### src/verilog/lcm_pkg.sv
package lcm_pkg;
	// ----------------------------------------------------------------
	// register offsets
	// ----------------------------------------------------------------
	localparam logic [11:0] LCM_ADDR_MASK = 12'h0602;
	localparam logic [11:0] LCM_ADDR_TRIGGER = 12'h0604;
	localparam logic [11:0] LCM_ADDR_BW_SELECT = 12'h0605;
	localparam logic [11:0] LCM_ADDR_BW_CUSTOM = 12'h0606;
	localparam logic [11:0] LCM_ADDR_INPUT_OPT = 12'h0608;
	localparam logic [11:0] LCM_ADDR_PSL_LO = 12'h0609;
	localparam logic [11:0] LCM_ADDR_PSL_HI = 12'h060A;
	localparam logic [11:0] LCM_ADDR_STATUS = 12'h0618;
	// ----------------------------------------------------------------
	// field positions
	// ----------------------------------------------------------------
	localparam int LCM_TRIG_COMMIT_BIT = 0;
	localparam int LCM_TRIG_FETCH_BIT = 1;
	localparam int LCM_EXT_FB_BIT = 0;
	localparam int LCM_EDGE_LSB = 6;
	localparam int LCM_CORNER_MSB = 2;
	localparam int LCM_MASK_MSB = 6;
	// ----------------------------------------------------------------
	// reset values and sizes
	// ----------------------------------------------------------------
	localparam logic [7:0] LCM_RST_MASK = 8'h01;
	localparam logic [7:0] LCM_RST_BYTE = 8'h00;
	localparam logic [15:0] LCM_RST_PSL = 16'h0000;
	localparam int LCM_NUM_LOOPS = 4;
	localparam int LCM_CFG_W = 40;
	localparam int LCM_APPLY_CYCLES = 2;
	// ----------------------------------------------------------------
	// codes
	// ----------------------------------------------------------------
	localparam logic [2:0] LCM_CORNER_CUSTOM = 3'h7;
	localparam logic [2:0] LCM_CORNER_MAX_FIXED = 3'h4;
	typedef enum logic [1:0] {
		LCM_EDGE_RISE = 2'b00,
		LCM_EDGE_FALL = 2'b01,
		LCM_EDGE_LOW_PULSE = 2'b10,
		LCM_EDGE_HIGH_PULSE = 2'b11
	} lcm_edge_type;
	typedef enum logic [1:0] {
		LCM_ST_IDLE = 2'b00,
		LCM_ST_FETCH = 2'b01,
		LCM_ST_COMMIT = 2'b10
	} lcm_state_type;
endpackage

### src/verilog/lcm_loop_store.sv
`timescale 1ns/1ps
`default_nettype none
// one loop's configuration store with decoded filter controls
module lcm_loop_store #(
	parameter int CFG_W = 40
) (
	input wire logic clk,
	input wire logic rst_b,
	input wire logic load,
	input wire logic [CFG_W-1:0] load_data,
	output logic [CFG_W-1:0] cfg,
	output logic [7:0] corner_setting,
	output logic corner_reserved,
	output logic midpoint_align,
	output logic external_feedback_enable
);
	import lcm_pkg::*;
	// ----------------------------------------------------------------
	// stored image: {psl[15:0], options, custom, select}
	// ----------------------------------------------------------------
	always_ff @(posedge clk or negedge rst_b) begin
		if (!rst_b) begin
			cfg <= '0;
		end else if (load) begin
			cfg <= load_data;
		end
	end
	// ----------------------------------------------------------------
	// decode
	// ----------------------------------------------------------------
	logic [2:0] corner_code;
	logic [1:0] edge_sel;
	assign corner_code = cfg[LCM_CORNER_MSB:0];
	assign edge_sel = cfg[16+LCM_EDGE_LSB +: 2];
	always_ff @(posedge clk or negedge rst_b) begin
		if (!rst_b) begin
			corner_setting <= 8'h00;
			corner_reserved <= 1'b0;
			midpoint_align <= 1'b0;
			external_feedback_enable <= 1'b0;
		end else begin
			// custom code takes the byte; fixed codes pass as index
			if (corner_code == LCM_CORNER_CUSTOM) begin
				corner_setting <= cfg[15:8];
			end else begin
				corner_setting <= {5'h00, corner_code};
			end
			corner_reserved <= (corner_code > LCM_CORNER_MAX_FIXED) &&
				(corner_code != LCM_CORNER_CUSTOM);
			midpoint_align <= (edge_sel == LCM_EDGE_LOW_PULSE) ||
				(edge_sel == LCM_EDGE_HIGH_PULSE);
			external_feedback_enable <= cfg[16+LCM_EXT_FB_BIT];
		end
	end
endmodule
`default_nettype wire

### src/verilog/lcm_mailbox.sv
// Our own choice: the strobed register port.
`timescale 1ns/1ps
`default_nettype none
module lcm_mailbox #(
	parameter int NUM_LOOPS = 4
) (
	input wire logic clk,
	input wire logic rst_b,
	input wire logic [11:0] addr,
	input wire logic [7:0] wdata,
	input wire logic wr_stb,
	input wire logic rd_stb,
	output logic [7:0] rdata,
	output logic busy,
	output logic [NUM_LOOPS*8-1:0] loop_corner,
	output logic [NUM_LOOPS-1:0] loop_corner_reserved,
	output logic [NUM_LOOPS-1:0] loop_midpoint_align,
	output logic [NUM_LOOPS-1:0] loop_external_feedback_enable
);
	import lcm_pkg::*;
	// ----------------------------------------------------------------
	// page registers
	// ----------------------------------------------------------------
	logic [7:0] loop_select_mask;
	logic [7:0] loop_cfg_transfer_trigger;
	logic [7:0] loop_bandwidth_select;
	logic [7:0] loop_bandwidth_custom;
	logic [7:0] loop_input_options;
	logic [15:0] phase_slope_limit;
	lcm_state_type state;
	logic [1:0] apply_count;
	logic [NUM_LOOPS-1:0] store_load;
	logic [LCM_CFG_W-1:0] page_image;
	logic [LCM_CFG_W-1:0] store_cfg [NUM_LOOPS];
	logic [LCM_CFG_W-1:0] fetch_cfg;
	logic fetch_req;
	logic commit_req;
	logic trigger_wr;
	logic [7:0] corner_setting [NUM_LOOPS];
	logic [NUM_LOOPS-1:0] corner_res;
	logic [NUM_LOOPS-1:0] mid_align;
	logic [NUM_LOOPS-1:0] ext_fb;

	assign trigger_wr = wr_stb && (addr == LCM_ADDR_TRIGGER);
	assign fetch_req = trigger_wr && wdata[LCM_TRIG_FETCH_BIT];
	// fetch wins when both bits are written together
	assign commit_req = trigger_wr && wdata[LCM_TRIG_COMMIT_BIT] &&
		!wdata[LCM_TRIG_FETCH_BIT];
	assign page_image = {phase_slope_limit, loop_input_options,
		loop_bandwidth_custom, loop_bandwidth_select};
	// page writes are locked while a transfer runs so the image is stable
	logic page_wr_ok;
	assign page_wr_ok = wr_stb && (state == LCM_ST_IDLE);

	// ----------------------------------------------------------------
	// selection of the fetch source: lowest masked loop
	// ----------------------------------------------------------------
	// with several bits set the lowest loop answers; host should set one
	always_comb begin
		fetch_cfg = '0;
		for (int i = NUM_LOOPS - 1; i >= 0; i--) begin
			if (loop_select_mask[i]) begin
				fetch_cfg = store_cfg[i];
			end
		end
	end

	// ----------------------------------------------------------------
	// transfer sequencer
	// ----------------------------------------------------------------
	always_ff @(posedge clk or negedge rst_b) begin
		if (!rst_b) begin
			state <= LCM_ST_IDLE;
			apply_count <= 2'h0;
		end else begin
			case (state)
			LCM_ST_IDLE: begin
				apply_count <= 2'(LCM_APPLY_CYCLES - 1);
				if (fetch_req) begin
					state <= LCM_ST_FETCH;
				end else if (commit_req) begin
					state <= LCM_ST_COMMIT;
				end
			end
			LCM_ST_FETCH, LCM_ST_COMMIT: begin
				if (apply_count == 2'h0) begin
					state <= LCM_ST_IDLE;
				end else begin
					apply_count <= apply_count - 2'h1;
				end
			end
			default: begin
				state <= LCM_ST_IDLE;
			end
			endcase
		end
	end

	// ----------------------------------------------------------------
	// trigger register: cleared by hardware at completion
	// ----------------------------------------------------------------
	always_ff @(posedge clk or negedge rst_b) begin
		if (!rst_b) begin
			loop_cfg_transfer_trigger <= 8'h00;
		end else if (state == LCM_ST_IDLE) begin
			if (fetch_req) begin
				loop_cfg_transfer_trigger <= 8'h02;
			end else if (commit_req) begin
				loop_cfg_transfer_trigger <= 8'h01;
			end
		end else if (apply_count == 2'h0) begin
			loop_cfg_transfer_trigger <= 8'h00;
		end
	end

	// ----------------------------------------------------------------
	// loop stores
	// ----------------------------------------------------------------
	always_comb begin
		store_load = '0;
		if (state == LCM_ST_COMMIT && apply_count == 2'h0) begin
			store_load = loop_select_mask[NUM_LOOPS-1:0];
		end
	end

	genvar g;
	generate
		for (g = 0; g < NUM_LOOPS; g++) begin : g_loop
			lcm_loop_store #(
				.CFG_W(LCM_CFG_W)
			) u_store (
				.clk(clk),
				.rst_b(rst_b),
				.load(store_load[g]),
				.load_data(page_image),
				.cfg(store_cfg[g]),
				.corner_setting(corner_setting[g]),
				.corner_reserved(corner_res[g]),
				.midpoint_align(mid_align[g]),
				.external_feedback_enable(ext_fb[g])
			);
		end
	endgenerate

	// ----------------------------------------------------------------
	// page registers, host writes and fetch load
	// ----------------------------------------------------------------
	logic fetch_done;
	assign fetch_done = (state == LCM_ST_FETCH) && (apply_count == 2'h0);

	always_ff @(posedge clk or negedge rst_b) begin
		if (!rst_b) begin
			loop_select_mask <= LCM_RST_MASK;
		end else if (page_wr_ok && addr == LCM_ADDR_MASK) begin
			loop_select_mask <= {1'b0, wdata[LCM_MASK_MSB:0]};
		end
	end

	always_ff @(posedge clk or negedge rst_b) begin
		if (!rst_b) begin
			loop_bandwidth_select <= LCM_RST_BYTE;
			loop_bandwidth_custom <= LCM_RST_BYTE;
			loop_input_options <= LCM_RST_BYTE;
			phase_slope_limit <= LCM_RST_PSL;
		end else if (fetch_done) begin
			loop_bandwidth_select <= fetch_cfg[7:0];
			loop_bandwidth_custom <= fetch_cfg[15:8];
			loop_input_options <= fetch_cfg[23:16];
			phase_slope_limit <= fetch_cfg[39:24];
		end else if (page_wr_ok) begin
			case (addr)
			LCM_ADDR_BW_SELECT: begin
				loop_bandwidth_select <= {5'h00,
					wdata[LCM_CORNER_MSB:0]};
			end
			LCM_ADDR_BW_CUSTOM: begin
				loop_bandwidth_custom <= wdata;
			end
			LCM_ADDR_INPUT_OPT: begin
				loop_input_options <= {wdata[LCM_EDGE_LSB +: 2], 5'h00,
					wdata[LCM_EXT_FB_BIT]};
			end
			LCM_ADDR_PSL_LO: begin
				phase_slope_limit[7:0] <= wdata;
			end
			LCM_ADDR_PSL_HI: begin
				phase_slope_limit[15:8] <= wdata;
			end
			default: begin
			end
			endcase
		end
	end

	// ----------------------------------------------------------------
	// read port
	// ----------------------------------------------------------------
	logic [7:0] next_rdata;
	always_comb begin
		case (addr)
		LCM_ADDR_MASK: next_rdata = loop_select_mask;
		LCM_ADDR_TRIGGER: next_rdata = loop_cfg_transfer_trigger;
		LCM_ADDR_BW_SELECT: next_rdata = loop_bandwidth_select;
		LCM_ADDR_BW_CUSTOM: next_rdata = loop_bandwidth_custom;
		LCM_ADDR_INPUT_OPT: next_rdata = loop_input_options;
		LCM_ADDR_PSL_LO: next_rdata = phase_slope_limit[7:0];
		LCM_ADDR_PSL_HI: next_rdata = phase_slope_limit[15:8];
		LCM_ADDR_STATUS: next_rdata = {6'h00, state};
		default: next_rdata = 8'h00;
		endcase
	end

	always_ff @(posedge clk or negedge rst_b) begin
		if (!rst_b) begin
			rdata <= 8'h00;
		end else if (rd_stb) begin
			rdata <= next_rdata;
		end else begin
			rdata <= 8'h00;
		end
	end

	// ----------------------------------------------------------------
	// registered loop outputs
	// ----------------------------------------------------------------
	always_ff @(posedge clk or negedge rst_b) begin
		if (!rst_b) begin
			busy <= 1'b0;
			loop_corner <= '0;
			loop_corner_reserved <= '0;
			loop_midpoint_align <= '0;
			loop_external_feedback_enable <= '0;
		end else begin
			busy <= (state != LCM_ST_IDLE) || fetch_req || commit_req;
			for (int i = 0; i < NUM_LOOPS; i++) begin
				loop_corner[i*8 +: 8] <= corner_setting[i];
			end
			loop_corner_reserved <= corner_res;
			loop_midpoint_align <= mid_align;
			loop_external_feedback_enable <= ext_fb;
		end
	end
endmodule
`default_nettype wire

### config.mk
export PLATFORM = sky130hd
export DESIGN_NAME = lcm_mailbox
export DESIGN_NICKNAME = d
export VERILOG_FILES = /design/src/verilog/lcm_pkg.sv /design/src/verilog/lcm_loop_store.sv /design/src/verilog/lcm_mailbox.sv
export SDC_FILE = /design/constraint.sdc
export NUM_CORES = 1
export LEC_CHECK = 0
export ABC_CLOCK_PERIOD_IN_PS = 3350
export BUFFER_PORTS_ARGS = -buffer_cell sky130_fd_sc_hd__buf_2
export CAP_MARGIN = 20
export CORE_UTILIZATION = 65
export CTS_BUF_LIST = sky130_fd_sc_hd__clkbuf_16
export DETAILED_ROUTE_END_ITERATION = 10
export PLACE_DENSITY = 0.93
export SETUP_SLACK_MARGIN = 0.05
export SLEW_MARGIN = 40
export SYNTH_ARGS = -nofsm -noshare
export SYNTH_HDL_FRONTEND = slang
export SYNTH_SLANG_ARGS = --single-unit
### constraint.sdc
create_clock -name clk -period 3.35 [get_ports clk]
set_clock_uncertainty 0.05 [all_clocks]
set_input_delay 0.67 -clock clk [delete_from_list [all_inputs] [get_ports clk]]
set_output_delay 0.67 -clock clk [all_outputs]
set_load 0.01 [all_outputs]
==> impl_results.rst, run 1 <==
.. list-table::
   :header-rows: 1

   * - Metric
     - Value
   * - Worst hold slack
     - 56.1 ps
   * - Netlist area before placement
     - between 10000 and 15000 um2
   * - Clock-pin transition on the worst setup and hold timing paths
     - 70 ps
   * - Core Util, Final
     - 0.748
   * - Worst path required time
     - 3700 ps
   * - CTS H-Tree Depth
     - 1
   * - Dominant combinational cell family by area after synthesis
     - multiplexers
   * - GRT Total Usage
     - 0.318
   * - Adder-Cell Fraction of Synth Area
     - 0.00385
   * - Critical Path AT
     - 2990 ps
   * - Placement row count
     - 51
   * - P&R area growth vs syn
     - 12.3%
   * - TritonCTS Sinks
     - 310
   * - WL/cell
     - 23.7 um
   * - Ratio of cells with drive above 1 in the final layout
     - 0.327
   * - I/O Pins
     - between 70 and 80
   * - Worst skew pair latency
     - roughly 570 ps
   * - Initial antenna violation count
     - 1
   * - Period Utilization, post-route
     - 0.790
   * - Quantity of I/O buffers inserted on ports
     - 76
   * - Worst min path class
     - input port to async pin
   * - EDFF count, synth
     - 0
   * - Via count of the first global-routing pass
     - ~9000
   * - Wire length of the first global-routing pass
     - 49500 um
   * - Gr ovfl total
     - 0
   * - Main synth FF type
     - sky130_fd_sc_hd__dfrtp_1
   * - Post-synthesis sequential element count
     - 310
   * - Resize count post-CTS
     - 0
   * - Critical path start-end classification
     - register to register
   * - Post-synthesis average cell area
     - 13.5 um2
   * - Portion of the post-synthesis area used by sequential elements
     - 0.596
   * - Total Nets Final
     - between 1000 and 1500
   * - Count of unique library cells instantiated by Yosys
     - 57
   * - Antenna Diode Count
     - 0
   * - Via total after detailed routing
     - 8692
   * - Post-synthesis mux area share
     - 0.174
   * - Number of hold-repair buffers added at the cts stage
     - 0
   * - Number of violations of the max-capacitance limit
     - 0
   * - Outcome
     - finished, final reports clean
   * - Clock buffer depth
     - 3
   * - Half-perimeter wire length after detailed placement
     - 18700 um
   * - Type of element launching the critical path
     - register
   * - Final Routed Wirelength
     - between 30000 and 40000 um
   * - Share of flip-flops with an asynchronous set or reset
     - 1.00
   * - Pre-antenna DRT Iters
     - 7
   * - TritonCTS Buffers
     - 30
   * - Synthesized-area fraction occupied by and/or/nand/nor cells
     - 0.0568
   * - Clock period minus worst slack
     - between 2000 and 3000 ps
   * - Area of the core
     - approximately 20000 um2
   * - Post-CTS setup buffer count
     - 0
   * - Leading cell type in the layout, fill and taps excluded
     - sky130_fd_sc_hd__dfrtp_1
   * - Total power divided by cell area
     - 496 nW/um2
   * - Final weighted congestion in routability-driven placement
     - 0.879
   * - Final hold vios
     - 0
   * - Worst setup EP type
     - register
   * - Overall power after layout
     - approximately 7.3 mW
   * - Die width
     - 143 um
   * - Pin count of the biggest net entering global routing
     - 85
   * - Pleak
     - around 7.3 nW
   * - Headroom to the max-slew limit
     - 0.535
   * - Fraction of the mapped netlist area in compound gates
     - 0.127
   * - Vertical extent of the die
     - 143 um
   * - Count of placed standard cells in the final layout, fillers left out
     - 1312
   * - Gate Count Post-Synth
     - 965
   * - Remaining antenna violation count
     - 0
   * - DR vias/cell
     - 6.63
   * - Initial Util
     - 0.666
   * - Accumulated negative setup slack
     - 0 ps
   * - Total of warnings raised by yosys
     - 0
   * - Unrepaired setup endpoints after global routing
     - false
   * - Worst VDD drop
     - slightly below 0.0004 V
   * - Violation count after the first detailed-routing iteration
     - just over 800
   * - Clock tree from TritonCTS
     - built
   * - Worst Max-Slew Pin Slew
     - ~700 ps
   * - Most used cells in the layout excluding fill and tap cells
     - sky130_fd_sc_hd__dfrtp_1 (308), sky130_fd_sc_hd__mux2_2 (164), sky130_fd_sc_hd__buf_2 (75)
   * - Critical path peak fanout
     - 10
   * - Number of DRC violations after detailed routing
     - 0
   * - XOR/XNOR share of the synthesized area
     - 0.00337
   * - Cell Count Post-Placement
     - about 1300
   * - Setup-violating endpoint count in the final report
     - 0
   * - Peak clock frequency supported by timing
     - 378 MHz
   * - Root buf cell
     - sky130_fd_sc_hd__clkbuf_16
   * - Post-Synthesis Net Count
     - 993
   * - Final-report max-slew violation count
     - 0
   * - Total Die Area
     - around 20000 um2
-- layout make-up --
cell class              instances  area [um2]
flip-flops and latches        310        7760
well taps                     265         332
inverters                      46         173
clock buffers                  30         751
repair buffers                 96         616
fillers                      1187        4910
multi-input cells             539        4770
clock inverters                26         214
-- synth_stat cells, types with 11 or more instances --
cell | n | area, um2
sky130_fd_sc_hd__a21oi_1 | 72 | 360
sky130_fd_sc_hd__mux2_2 | 164 | 1850
sky130_fd_sc_hd__dfrtp_1 | 309 | 7730
sky130_fd_sc_hd__inv_1 | 46 | 173
sky130_fd_sc_hd__a211o_1 | 38 | 333
sky130_fd_sc_hd__o21a_1 | 11 | 82.6
sky130_fd_sc_hd__buf_2 | 20 | 100
sky130_fd_sc_hd__mux2i_1 | 31 | 310
sky130_fd_sc_hd__nand2_1 | 23 | 86.3
sky130_fd_sc_hd__clkbuf_1 | 36 | 135
sky130_fd_sc_hd__a22oi_1 | 29 | 218
sky130_fd_sc_hd__a221oi_1 | 40 | 350
sky130_fd_sc_hd__and2_1 | 21 | 131
-- cell families (layout without fill, tap and decap cells) --
family | Yosys count | in the layout
AO/OA/AOI/OAI | 227 | 227
flip-flops | 310 | 310
adder cells (fa/ha/maj) | 4 | 4
buffers and inverters | 116 | 198
multiplexers | 202 | 202
XOR/XNOR | 5 | 5
AND/OR/NAND/NOR | 101 | 101
-- power breakdown --
group	switching (mW)	internal, mW	leakage [nW]	total [mW]
Sequential	0.00475	3.75	4.17	3.75
Combinational	0.144	0.0547	2.66	0.198
Clock	1.44	1.86	0.497	3.30
-- flip-flops by register name (all words and copies together), names as in the netlist, 7 cells and up --
name	cells
g_loop.u_store.cfg	160
g_loop.u_store.corner_setting	32
loop_bandwidth_custom	8
loop_bandwidth_select	8
loop_corner	32
loop_input_options	8
loop_select_mask	7
phase_slope_limit	16
rdata	8
-- layer usage --
layer / share of wire / wire length (um) / GRT usage / up-vias
met4: 0.041 / 1260 / 0.138 / 0
met3: 0.086 / 2660 / 0.0563 / 113
met5: 0 / 0 / 0 / -
met1: 0.37 / 11600 / 0.407 / 4444
met2: 0.50 / 15500 / 0.536 / 474
li1: - / - / - / 3661
-- critical path, cell delays in order, from the launching register on --
cell,delay [ps]
sky130_fd_sc_hd__dfrtp_1,410
sky130_fd_sc_hd__inv_1,100
sky130_fd_sc_hd__ha_1,370
sky130_fd_sc_hd__and3b_1,560
sky130_fd_sc_hd__nand4_2,500
sky130_fd_sc_hd__mux2i_1,350
sky130_fd_sc_hd__a22oi_1,130
-- path summary, 6_finish.rpt --
| check | start | end | slack (ps) | cells past startpoint |
|---|---|---|---|---|
| setup / recovery | state[0] | phase_slope_limit[9] | 700 | 6 |
| hold / removal | rst_b | g_loop[2].u_store.corner_setting[0] | 60 | 1 |
| setup reg to reg | state[0] | phase_slope_limit[9] | 700 | 6 |
| hold reg to reg | g_loop[0].u_store.corner_setting[2] | loop_corner[2] | 300 | 0 |
| max in group asynchronous | rst_b | loop_input_options[5] | 2320 | 2 |
| min in group clk | g_loop[0].u_store.corner_setting[2] | loop_corner[2] | 300 | 0 |
-- stage by stage --
stage	setup slack [ps]	instance area, um2
floorplan	1310	13000
global placement	949	13600
detailed placement	829	13600
CTS	770	14600
global route	618	14600
finish	704	14600
Note: power is estimated with default switching activity, not from simulation.
==> inputs of run 2 (changes only) <==
--- a/config.mk
+++ b/config.mk
@@ -5,13 +5,13 @@
 export SDC_FILE = /design/constraint.sdc
 export NUM_CORES = 1
 export LEC_CHECK = 0
-export ABC_CLOCK_PERIOD_IN_PS = 3350
+export ABC_CLOCK_PERIOD_IN_PS = 2400
 export BUFFER_PORTS_ARGS = -buffer_cell sky130_fd_sc_hd__buf_2
 export CAP_MARGIN = 20
-export CORE_UTILIZATION = 65
+export CORE_UTILIZATION = 55
 export CTS_BUF_LIST = sky130_fd_sc_hd__clkbuf_16
 export DETAILED_ROUTE_END_ITERATION = 10
-export PLACE_DENSITY = 0.93
+export PLACE_DENSITY = 0.85
 export SETUP_SLACK_MARGIN = 0.05
 export SLEW_MARGIN = 40
 export SYNTH_ARGS = -nofsm -noshare
==> constraint.sdc (replaced) <==
create_clock -name clk -period 2.4 [get_ports clk]
set_clock_uncertainty 0.05 [all_clocks]
set_input_delay 0.48 -clock clk [delete_from_list [all_inputs] [get_ports clk]]
set_output_delay 0.48 -clock clk [all_outputs]
set_load 0.01 [all_outputs]
==> run 2 against run 1 <==
Effect of this change: first-iteration DRC count decreased by 8.3%; clock power increased by 47%; hold slack improved by 220 ps; via count fell by 2.8%; sequential share of layout area shrank 1.1 points; total power rose by 43%; global-route usage is 7.0 points lower; utilization is 9.8 points lower; critical path type unchanged; critical endpoint is now loop_bandwidth_select[1].
==> impl_results.rst, run 2 (synthesis gave the netlist of run 1 again) <==
.. list-table::
   :header-rows: 1

   * - Metric
     - Value
   * - Outcome
     - finished, final reports clean
   * - Initial antenna violation count
     - 1 (unchanged)
   * - WL/cell
     - 21.3 um (-10%)
   * - Total power divided by cell area
     - 696 nW/um2 (+40%)
   * - Worst min path class
     - input port to register
   * - Critical Path AT
     - 2510 ps (-480 ps)
   * - Clock period minus worst slack
     - 2130 ps (-512 ps)
   * - Accumulated negative setup slack
     - 0 ps (unchanged)
   * - Setup slack after layout
     - 267 ps (-438 ps)
   * - Violation count after the first detailed-routing iteration
     - 750 (-8.3%)
   * - Largest registers
     - g_loop.u_store.cfg: 160 flops, g_loop.u_store.corner_setting: 32 flops, loop_corner: 32 flops
   * - Quantity of I/O buffers inserted on ports
     - 76 (unchanged)
   * - TritonCTS Buffers
     - 30 (unchanged)
   * - Post-placement worst setup slack
     - 241 ps (-588 ps)
   * - Number of DRC violations after detailed routing
     - 0 (unchanged)
   * - Delay contributed by the slowest stage of the critical path
     - 440 ps (-120 ps)
   * - Vertical extent of the die
     - 156 um (+8.6%)
   * - Final hold vios
     - 0 (unchanged)
   * - Wire length of the first global-routing pass
     - 46900 um (-5.3%)
   * - Leading cell type in the layout, fill and taps excluded
     - sky130_fd_sc_hd__dfrtp_1
   * - Worst hold slack
     - 271 ps (+215 ps)
   * - Pin count of the biggest net entering global routing
     - 104 (+22%)
   * - Largest reg by FF count
     - g_loop.u_store.cfg
   * - Die width
     - 156 um (+8.6%)
   * - Gr ovfl total
     - 0 (unchanged)
   * - Area of the core
     - 22900 um2 (+17%)
   * - Most used cells in the layout excluding fill and tap cells
     - sky130_fd_sc_hd__dfrtp_1 (308), sky130_fd_sc_hd__mux2_2 (164), sky130_fd_sc_hd__buf_2 (75)
   * - Final-report max-slew violation count
     - 0 (unchanged)
   * - P&R area growth vs syn
     - 14.6%
   * - Headroom to the max-slew limit
     - 0.557 (+0.0216)
   * - Worst skew pair latency
     - 560 ps (about the same)
   * - Clock tree from TritonCTS
     - built
   * - Worst Max-Slew Pin Slew
     - 664 ps (-33.0 ps)
   * - Worst path required time
     - 2780 ps (-920 ps)
   * - Total Nets Final
     - 1065 (+1.3%)
   * - Critical path peak fanout
     - 8 (-2)
   * - DR vias/cell
     - 6.15 (-7.2%)
   * - Filler cell count in the final layout
     - 1647 (+39%)
   * - TritonCTS Sinks
     - 310 (unchanged)
   * - Worst VDD drop
     - 0.000573 V (+45%)
   * - Resize count post-CTS
     - 0 (unchanged)
   * - Type of element launching the critical path
     - register
   * - CTS H-Tree Depth
     - 1 (unchanged)
   * - Via total after detailed routing
     - 8451 (-2.8%)
   * - Via count of the first global-routing pass
     - 8582 (-5.0%)
   * - Placement row count
     - 55 (+7.8%)
   * - Ratio of cells with drive above 1 in the final layout
     - 0.331 (+0.00417)
   * - Pleak
     - 7.44 nW (+1.6%)
   * - Final standard cell area without fillers
     - 14900 um2 (+2.0%)
   * - GRT Total Usage
     - 0.249 (-0.0696)
   * - Initial Util
     - 0.568 (-0.0986)
   * - Unrepaired setup endpoints after global routing
     - false
   * - Crit path max-delay cell type
     - sky130_fd_sc_hd__and3b_1
   * - Worst setup EP type
     - register
   * - Clock buffer depth
     - 3 (unchanged)
   * - Number of violations of the max-capacitance limit
     - 0 (unchanged)
   * - Critical path start-end classification
     - register to register
   * - Peak clock frequency supported by timing
     - 469 MHz (+24%)
   * - Root buf cell
     - sky130_fd_sc_hd__clkbuf_16
   * - Core Util, Final
     - 0.651 (-0.0977)
   * - Placed Instance Area
     - 13900 um2 (+1.6%)
   * - Number of flip-flops under the largest register name
     - 160 (unchanged)
   * - Final Routed Wirelength
     - 29300 um (-5.8%)
   * - Final weighted congestion in routability-driven placement
     - 0.876 (-0.30%)
   * - Total Die Area
     - 24300 um2 (+18%)
   * - Number of hold-repair buffers added at the cts stage
     - 1 (+1)
   * - Pre-antenna DRT Iters
     - 5 (-2)
   * - I/O Pins
     - 77 (unchanged)
   * - Period Utilization, post-route
     - 0.889 (+0.0991)
   * - Half-perimeter wire length after detailed placement
     - 18300 um (-2.0%)
   * - CP cell instances
     - inv_1, ha_1, and3b_1, nand4_2, mux2i_1, a22oi_1
   * - Setup-violating endpoint count in the final report
     - 0 (unchanged)
   * - Remaining antenna violation count
     - 0 (unchanged)
   * - Post-CTS setup buffer count
     - 0 (unchanged)
   * - Clock-pin transition on the worst setup and hold timing paths
     - 60 ps (about the same)
## run 2: changes by cell type in the layout (fill, tap and decap cells not counted), sizes merged
cell	change
buf	+13
bufinv	+3
clkinv	-4
clkinvlp	-1
diode	+1
dlygate4sd3	+1
inv	+2
## run 2: critical path, delay by kind of cell (launching register included)
kind / cells / cell delay (ps)
flip-flops: 1 / 410
AND/OR/NAND/NOR: 2 / 850
AO/OA/AOI/OAI: 1 / 120
adder cells (fa/ha/maj): 1 / 170
multiplexers: 1 / 310
buffers and inverters: 1 / 100
## run 2: through the flow
stage / cells / total power, mW
final: 1375 / 10.4
after global routing: 1374 / 10.7
after CTS: 1374 / 10.4
after floorplan: 965 / 5.43
after detailed placement: 1317 / 5.61
after global placement: 1317 / 5.60
## run 2: where the power goes
part | leakage [nW] | total (mW) | switching [mW] | internal (mW)
sequential | 4.17 | 5.23 | 0.00573 | 5.23
combinational | 2.75 | 0.279 | 0.199 | 0.0800
clock | 0.527 | 4.86 | 1.95 | 2.92
total | 7.44 | 10.4 | 2.15 | 8.23
## run 2: final cells by class
class | count | area [um2] | area share
Antenna cell | 1 | 2.50 | 0.000168
Clock buffer | 30 | 751 | 0.0503
Clock inverter | 26 | 282 | 0.0189
Inverter | 46 | 173 | 0.0116
Multi-Input combinational cell | 539 | 4770 | 0.320
Sequential cell | 310 | 7760 | 0.520
Tap cell | 313 | 392 | 0.0263
Timing Repair Buffer | 110 | 786 | 0.0527
## run 2: worst paths after layout
kind                                                       start                   endpoint  depth (start not counted)  slack, ps
worst max register to register                          state[0]   loop_bandwidth_select[1]                          6        270
min in group asynchronous                                  rst_b   g_loop[3].u_store.cfg[0]                          2        310
worst min-delay path                                    wdata[6]        loop_select_mask[6]                          2        270
worst min register to register  g_loop[1].u_store.midpoint_align     loop_midpoint_align[1]                          0        290
worst max-delay path                                    state[0]   loop_bandwidth_select[1]                          6        270
max in group asynchronous                                  rst_b  g_loop[3].u_store.cfg[37]                          3       1180
## run 2: layer usage
layer,track usage,vias up,wire [um]
li1,-,3702,-
met5,0,-,0
met2,0.406,336,14100
met3,0.0475,74,2120
met1,0.333,4339,12200
met4,0.0868,0,868
==> inputs of run 3 (changes only) <==
--- a/config.mk
+++ b/config.mk
@@ -5,6 +5,7 @@
 export SDC_FILE = /design/constraint.sdc
 export NUM_CORES = 1
 export LEC_CHECK = 0
+export ABC_AREA = 1
 export ABC_CLOCK_PERIOD_IN_PS = 2400
 export BUFFER_PORTS_ARGS = -buffer_cell sky130_fd_sc_hd__buf_2
 export CAP_MARGIN = 20
==> run 3 against run 2 <==
Effect of this change: utilization down 0.62 points; final cell count up 29%; via count up 18%; hold slack worse by 120 ps; global-route usage up 2.4 points; register-to-register slack better by 70 ps; routed wire length up 5.5%; critical path depth unchanged; synthesized cell count up 44%; clock power up 7.6%; largest power group unchanged.
==> impl_results.rst, run 3 <==
.. list-table::
   :header-rows: 1

   * - Metric
     - Value
   * - CP dominant cell by count
     - sky130_fd_sc_hd__inv_1
   * - Total power divided by cell area
     - 735 nW/um2 (+5.6%)
   * - Clock tree from TritonCTS
     - built
   * - Total Die Area
     - 23600 um2 (-2.8%)
   * - Delay contributed by the slowest stage of the critical path
     - 420 ps (-20 ps)
   * - Setup-violating endpoint count in the final report
     - 0 (unchanged)
   * - Worst min path class
     - input port to register
   * - TritonCTS Buffers
     - 31 (+3.3%)
   * - Type of element launching the critical path
     - register
   * - Initial antenna violation count
     - 0 (-1)
   * - Number of violations of the max-capacitance limit
     - 0 (unchanged)
   * - Depth of the worst register-to-register path
     - 6 (unchanged)
   * - EDFF count, synth
     - 0 (unchanged)
   * - Headroom to the max-slew limit
     - 0.632 (+0.0748)
   * - WL/cell
     - 17.5 um (-18%)
   * - Pleak
     - 7.33 nW (-1.6%)
   * - Pin count of the biggest net entering global routing
     - 68 (-35%)
   * - Accumulated negative setup slack
     - 0 ps (unchanged)
   * - Synth top cells by count
     - sky130_fd_sc_hd__nand2_1 (336), sky130_fd_sc_hd__dfrtp_1 (309), sky130_fd_sc_hd__o21ai_0 (234), sky130_fd_sc_hd__nor2_1 (135), sky130_fd_sc_hd__inv_1 (106)
   * - Critical path start-end classification
     - register to register
   * - Main synth FF type
     - sky130_fd_sc_hd__dfrtp_1
   * - P&R area growth vs syn
     - 15.1%
   * - Die width
     - 154 um (-1.4%)
   * - Vertical extent of the die
     - 154 um (-1.4%)
   * - Worst Max-Slew Pin Slew
     - 553 ps (-111 ps)
   * - Post-synthesis average cell area
     - 9.11 um2 (-32%)
   * - Post-Synthesis Net Count
     - 1416 (+43%)
   * - Via count of the first global-routing pass
     - 9873 (+15%)
   * - Critical path peak fanout
     - 11 (+3)
   * - Post-CTS setup buffer count
     - 0 (unchanged)
   * - Wire length of the first global-routing pass
     - 50900 um (+8.5%)
   * - Total Nets Final
     - 1486 (+40%)
   * - Clock period minus worst slack
     - 2060 ps (-72.9 ps)
   * - Pre-antenna DRT Iters
     - 5 (unchanged)
   * - Worst skew pair latency
     - 560 ps (about the same)
   * - GRT Total Usage
     - 0.272 (+0.0236)
   * - Most used cells in the layout excluding fill and tap cells
     - sky130_fd_sc_hd__nand2_1 (336), sky130_fd_sc_hd__dfrtp_1 (309), sky130_fd_sc_hd__o21ai_0 (234)
   * - Quantity of I/O buffers inserted on ports
     - 76 (unchanged)
   * - Largest registers
     - g_loop.u_store.cfg: 160 flops, g_loop.u_store.corner_setting: 32 flops, loop_corner: 32 flops
   * - Root buf cell
     - sky130_fd_sc_hd__clkbuf_16
   * - DR vias/cell
     - 5.65 (-8.1%)
   * - Worst path required time
     - 2780 ps (about the same)
   * - Number of DRC violations after detailed routing
     - 0 (unchanged)
   * - Final weighted congestion in routability-driven placement
     - 0.916 (+4.5%)
   * - Final hold vios
     - 0 (unchanged)
   * - Count of unique library cells instantiated by Yosys
     - 33 (-42%)
   * - Initial Util
     - 0.560 (-0.00764)
   * - Peak clock frequency supported by timing
     - 485 MHz (+3.5%)
   * - Worst hold path cell count
     - 2 (unchanged)
   * - Overall power after layout
     - 10.7 mW (+3.0%)
   * - Worst VDD drop
     - 0.000655 V (+14%)
   * - Leading cell type in the layout, fill and taps excluded
     - sky130_fd_sc_hd__nand2_1
   * - Portion of the post-synthesis area used by sequential elements
     - 0.614 (+0.0173)
   * - Library cell with the highest instance count after synthesis
     - sky130_fd_sc_hd__nand2_1
   * - Largest reg by FF count
     - g_loop.u_store.cfg
   * - Final-report max-slew violation count
     - 0 (unchanged)
   * - Post-synthesis sequential element count
     - 310 (unchanged)
   * - Gate Count Post-Synth
     - 1388 (+44%)
   * - Gr ovfl total
     - 0 (unchanged)
   * - TritonCTS Sinks
     - 310 (unchanged)
   * - Share of flip-flops with an asynchronous set or reset
     - 1.00 (unchanged)
   * - Antenna Diode Count
     - 0 (-1)
   * - Via total after detailed routing
     - 9984 (+18%)
   * - Worst setup EP type
     - register
   * - Number of flip-flops under the largest register name
     - 160 (unchanged)
   * - Remaining antenna violation count
     - 0 (unchanged)
   * - Clock-pin transition on the worst setup and hold timing paths
     - 60 ps (about the same)
   * - Cell types occupying the most area after synthesis
     - sky130_fd_sc_hd__dfrtp_1 (61%), sky130_fd_sc_hd__nand2_1 (10%), sky130_fd_sc_hd__o21ai_0 (9.3%)
   * - Period Utilization, post-route
     - 0.859 (-0.0304)
   * - Final Routed Wirelength
     - 30900 um (+5.5%)
   * - Total of warnings raised by yosys
     - 0 (unchanged)
   * - I/O Pins
     - 77 (unchanged)
   * - Ratio of cells with drive above 1 in the final layout
     - 0.129 (-0.201)
   * - CTS H-Tree Depth
     - 1 (unchanged)
   * - Netlist area before placement
     - 12600 um2 (-2.8%)
   * - Critical path depth
     - 6 (unchanged)
   * - Yosys top cell by area
     - sky130_fd_sc_hd__dfrtp_1
   * - Violation count after the first detailed-routing iteration
     - 963 (+28%)
   * - Half-perimeter wire length after detailed placement
     - 20300 um (+11%)
   * - Crit path max-delay cell type
     - sky130_fd_sc_hd__mux2_1
   * - Top cell family by delay on the critical path
     - simple AND/OR/NAND/NOR gates
   * - Area of the core
     - 22600 um2 (-1.5%)
   * - Placement row count
     - 55 (unchanged)
   * - Count of buffering cells on the critical path with inverters included
     - 2 (+1)
   * - CP cell instances
     - inv_1, ha_1, nand2_1, inv_1, nand3_1, mux2_1
   * - Proportion of netlist area held by the largest area contributor
     - 0.612 (+0.0173)
   * - Unrepaired setup endpoints after global routing
     - false
   * - Outcome
     - finished, final reports clean
   * - Critical Path AT
     - 2450 ps (-60 ps)
   * - Clock buffer depth
     - 3 (unchanged)
run 3: metal layers:
metal	part of all wire	wire, um	global-route usage
met5	0	0	0
met4	0.037	1140	0.105
met3	0.082	2520	0.0521
met2	0.48	14800	0.448
met1	0.40	12400	0.359
run 3: path summary, 6_finish.rpt:
kind                                                      from                         to  slack, ps
setup / recovery                                      state[0]        loop_select_mask[4]        340
hold / removal                                        wdata[6]        loop_select_mask[6]        150
setup reg to reg                                      state[0]        loop_select_mask[4]        340
hold reg to reg            g_loop[2].u_store.corner_setting[4]            loop_corner[20]        300
min in group asynchronous                                rst_b    loop_corner_reserved[2]        420
max in group asynchronous                                rst_b  g_loop[1].u_store.cfg[31]       1170
run 3: what timing repair did:
action | 4_1_cts | 5_1_grt
gates resized for setup | 0 | 0
hold buffers | 1 | 0
endpoints found under the hold margin | 60 | 0
run 3: kinds of logic after synthesis:
kind of cell               count (synthesis)  share of synthesized area
buffers and inverters                    183                     0.0577
DFF                                      310                      0.614
adders and majority gates                  4                    0.00396
and+or+nand+nor                          541                      0.175
AOI/OAI and AO/OA                        347                      0.147
muxes                                      3                    0.00267
run 3: area by class of cell:
cell class	count	area [um2]
Fill cell	1749	8020
Sequential cell	310	7760
Multi-Input combinational cell	895	4180
Clock buffer	31	776
Timing Repair Buffer	111	731
Inverter	109	409
Tap cell	285	357
Clock inverter	27	340
run 3: power by group:
part / internal, mW / switching, mW / leakage (nW)
clock network: 3.21 / 2.02 / 0.560
logic: 0.0498 / 0.177 / 2.66
registers: 5.23 / 0.00485 / 4.11
run 3: per-stage QoR:
| step | cell area (um2) | instances | setup WS, ps | hold WS [ps] | utilization |
|---|---|---|---|---|---|
| CTS | 14500 | 1768 | 380 | 136 | 0.645 |
| finish | 14500 | 1768 | 339 | 147 | 0.645 |
| floorplan | 12600 | 1388 | 635 | 134 | - |
| global route | 14500 | 1768 | 198 | 136 | 0.645 |
| detailed placement | 13400 | 1709 | 343 | 285 | 0.595 |
| global placement | 13400 | 1709 | 414 | 282 | 0.595 |
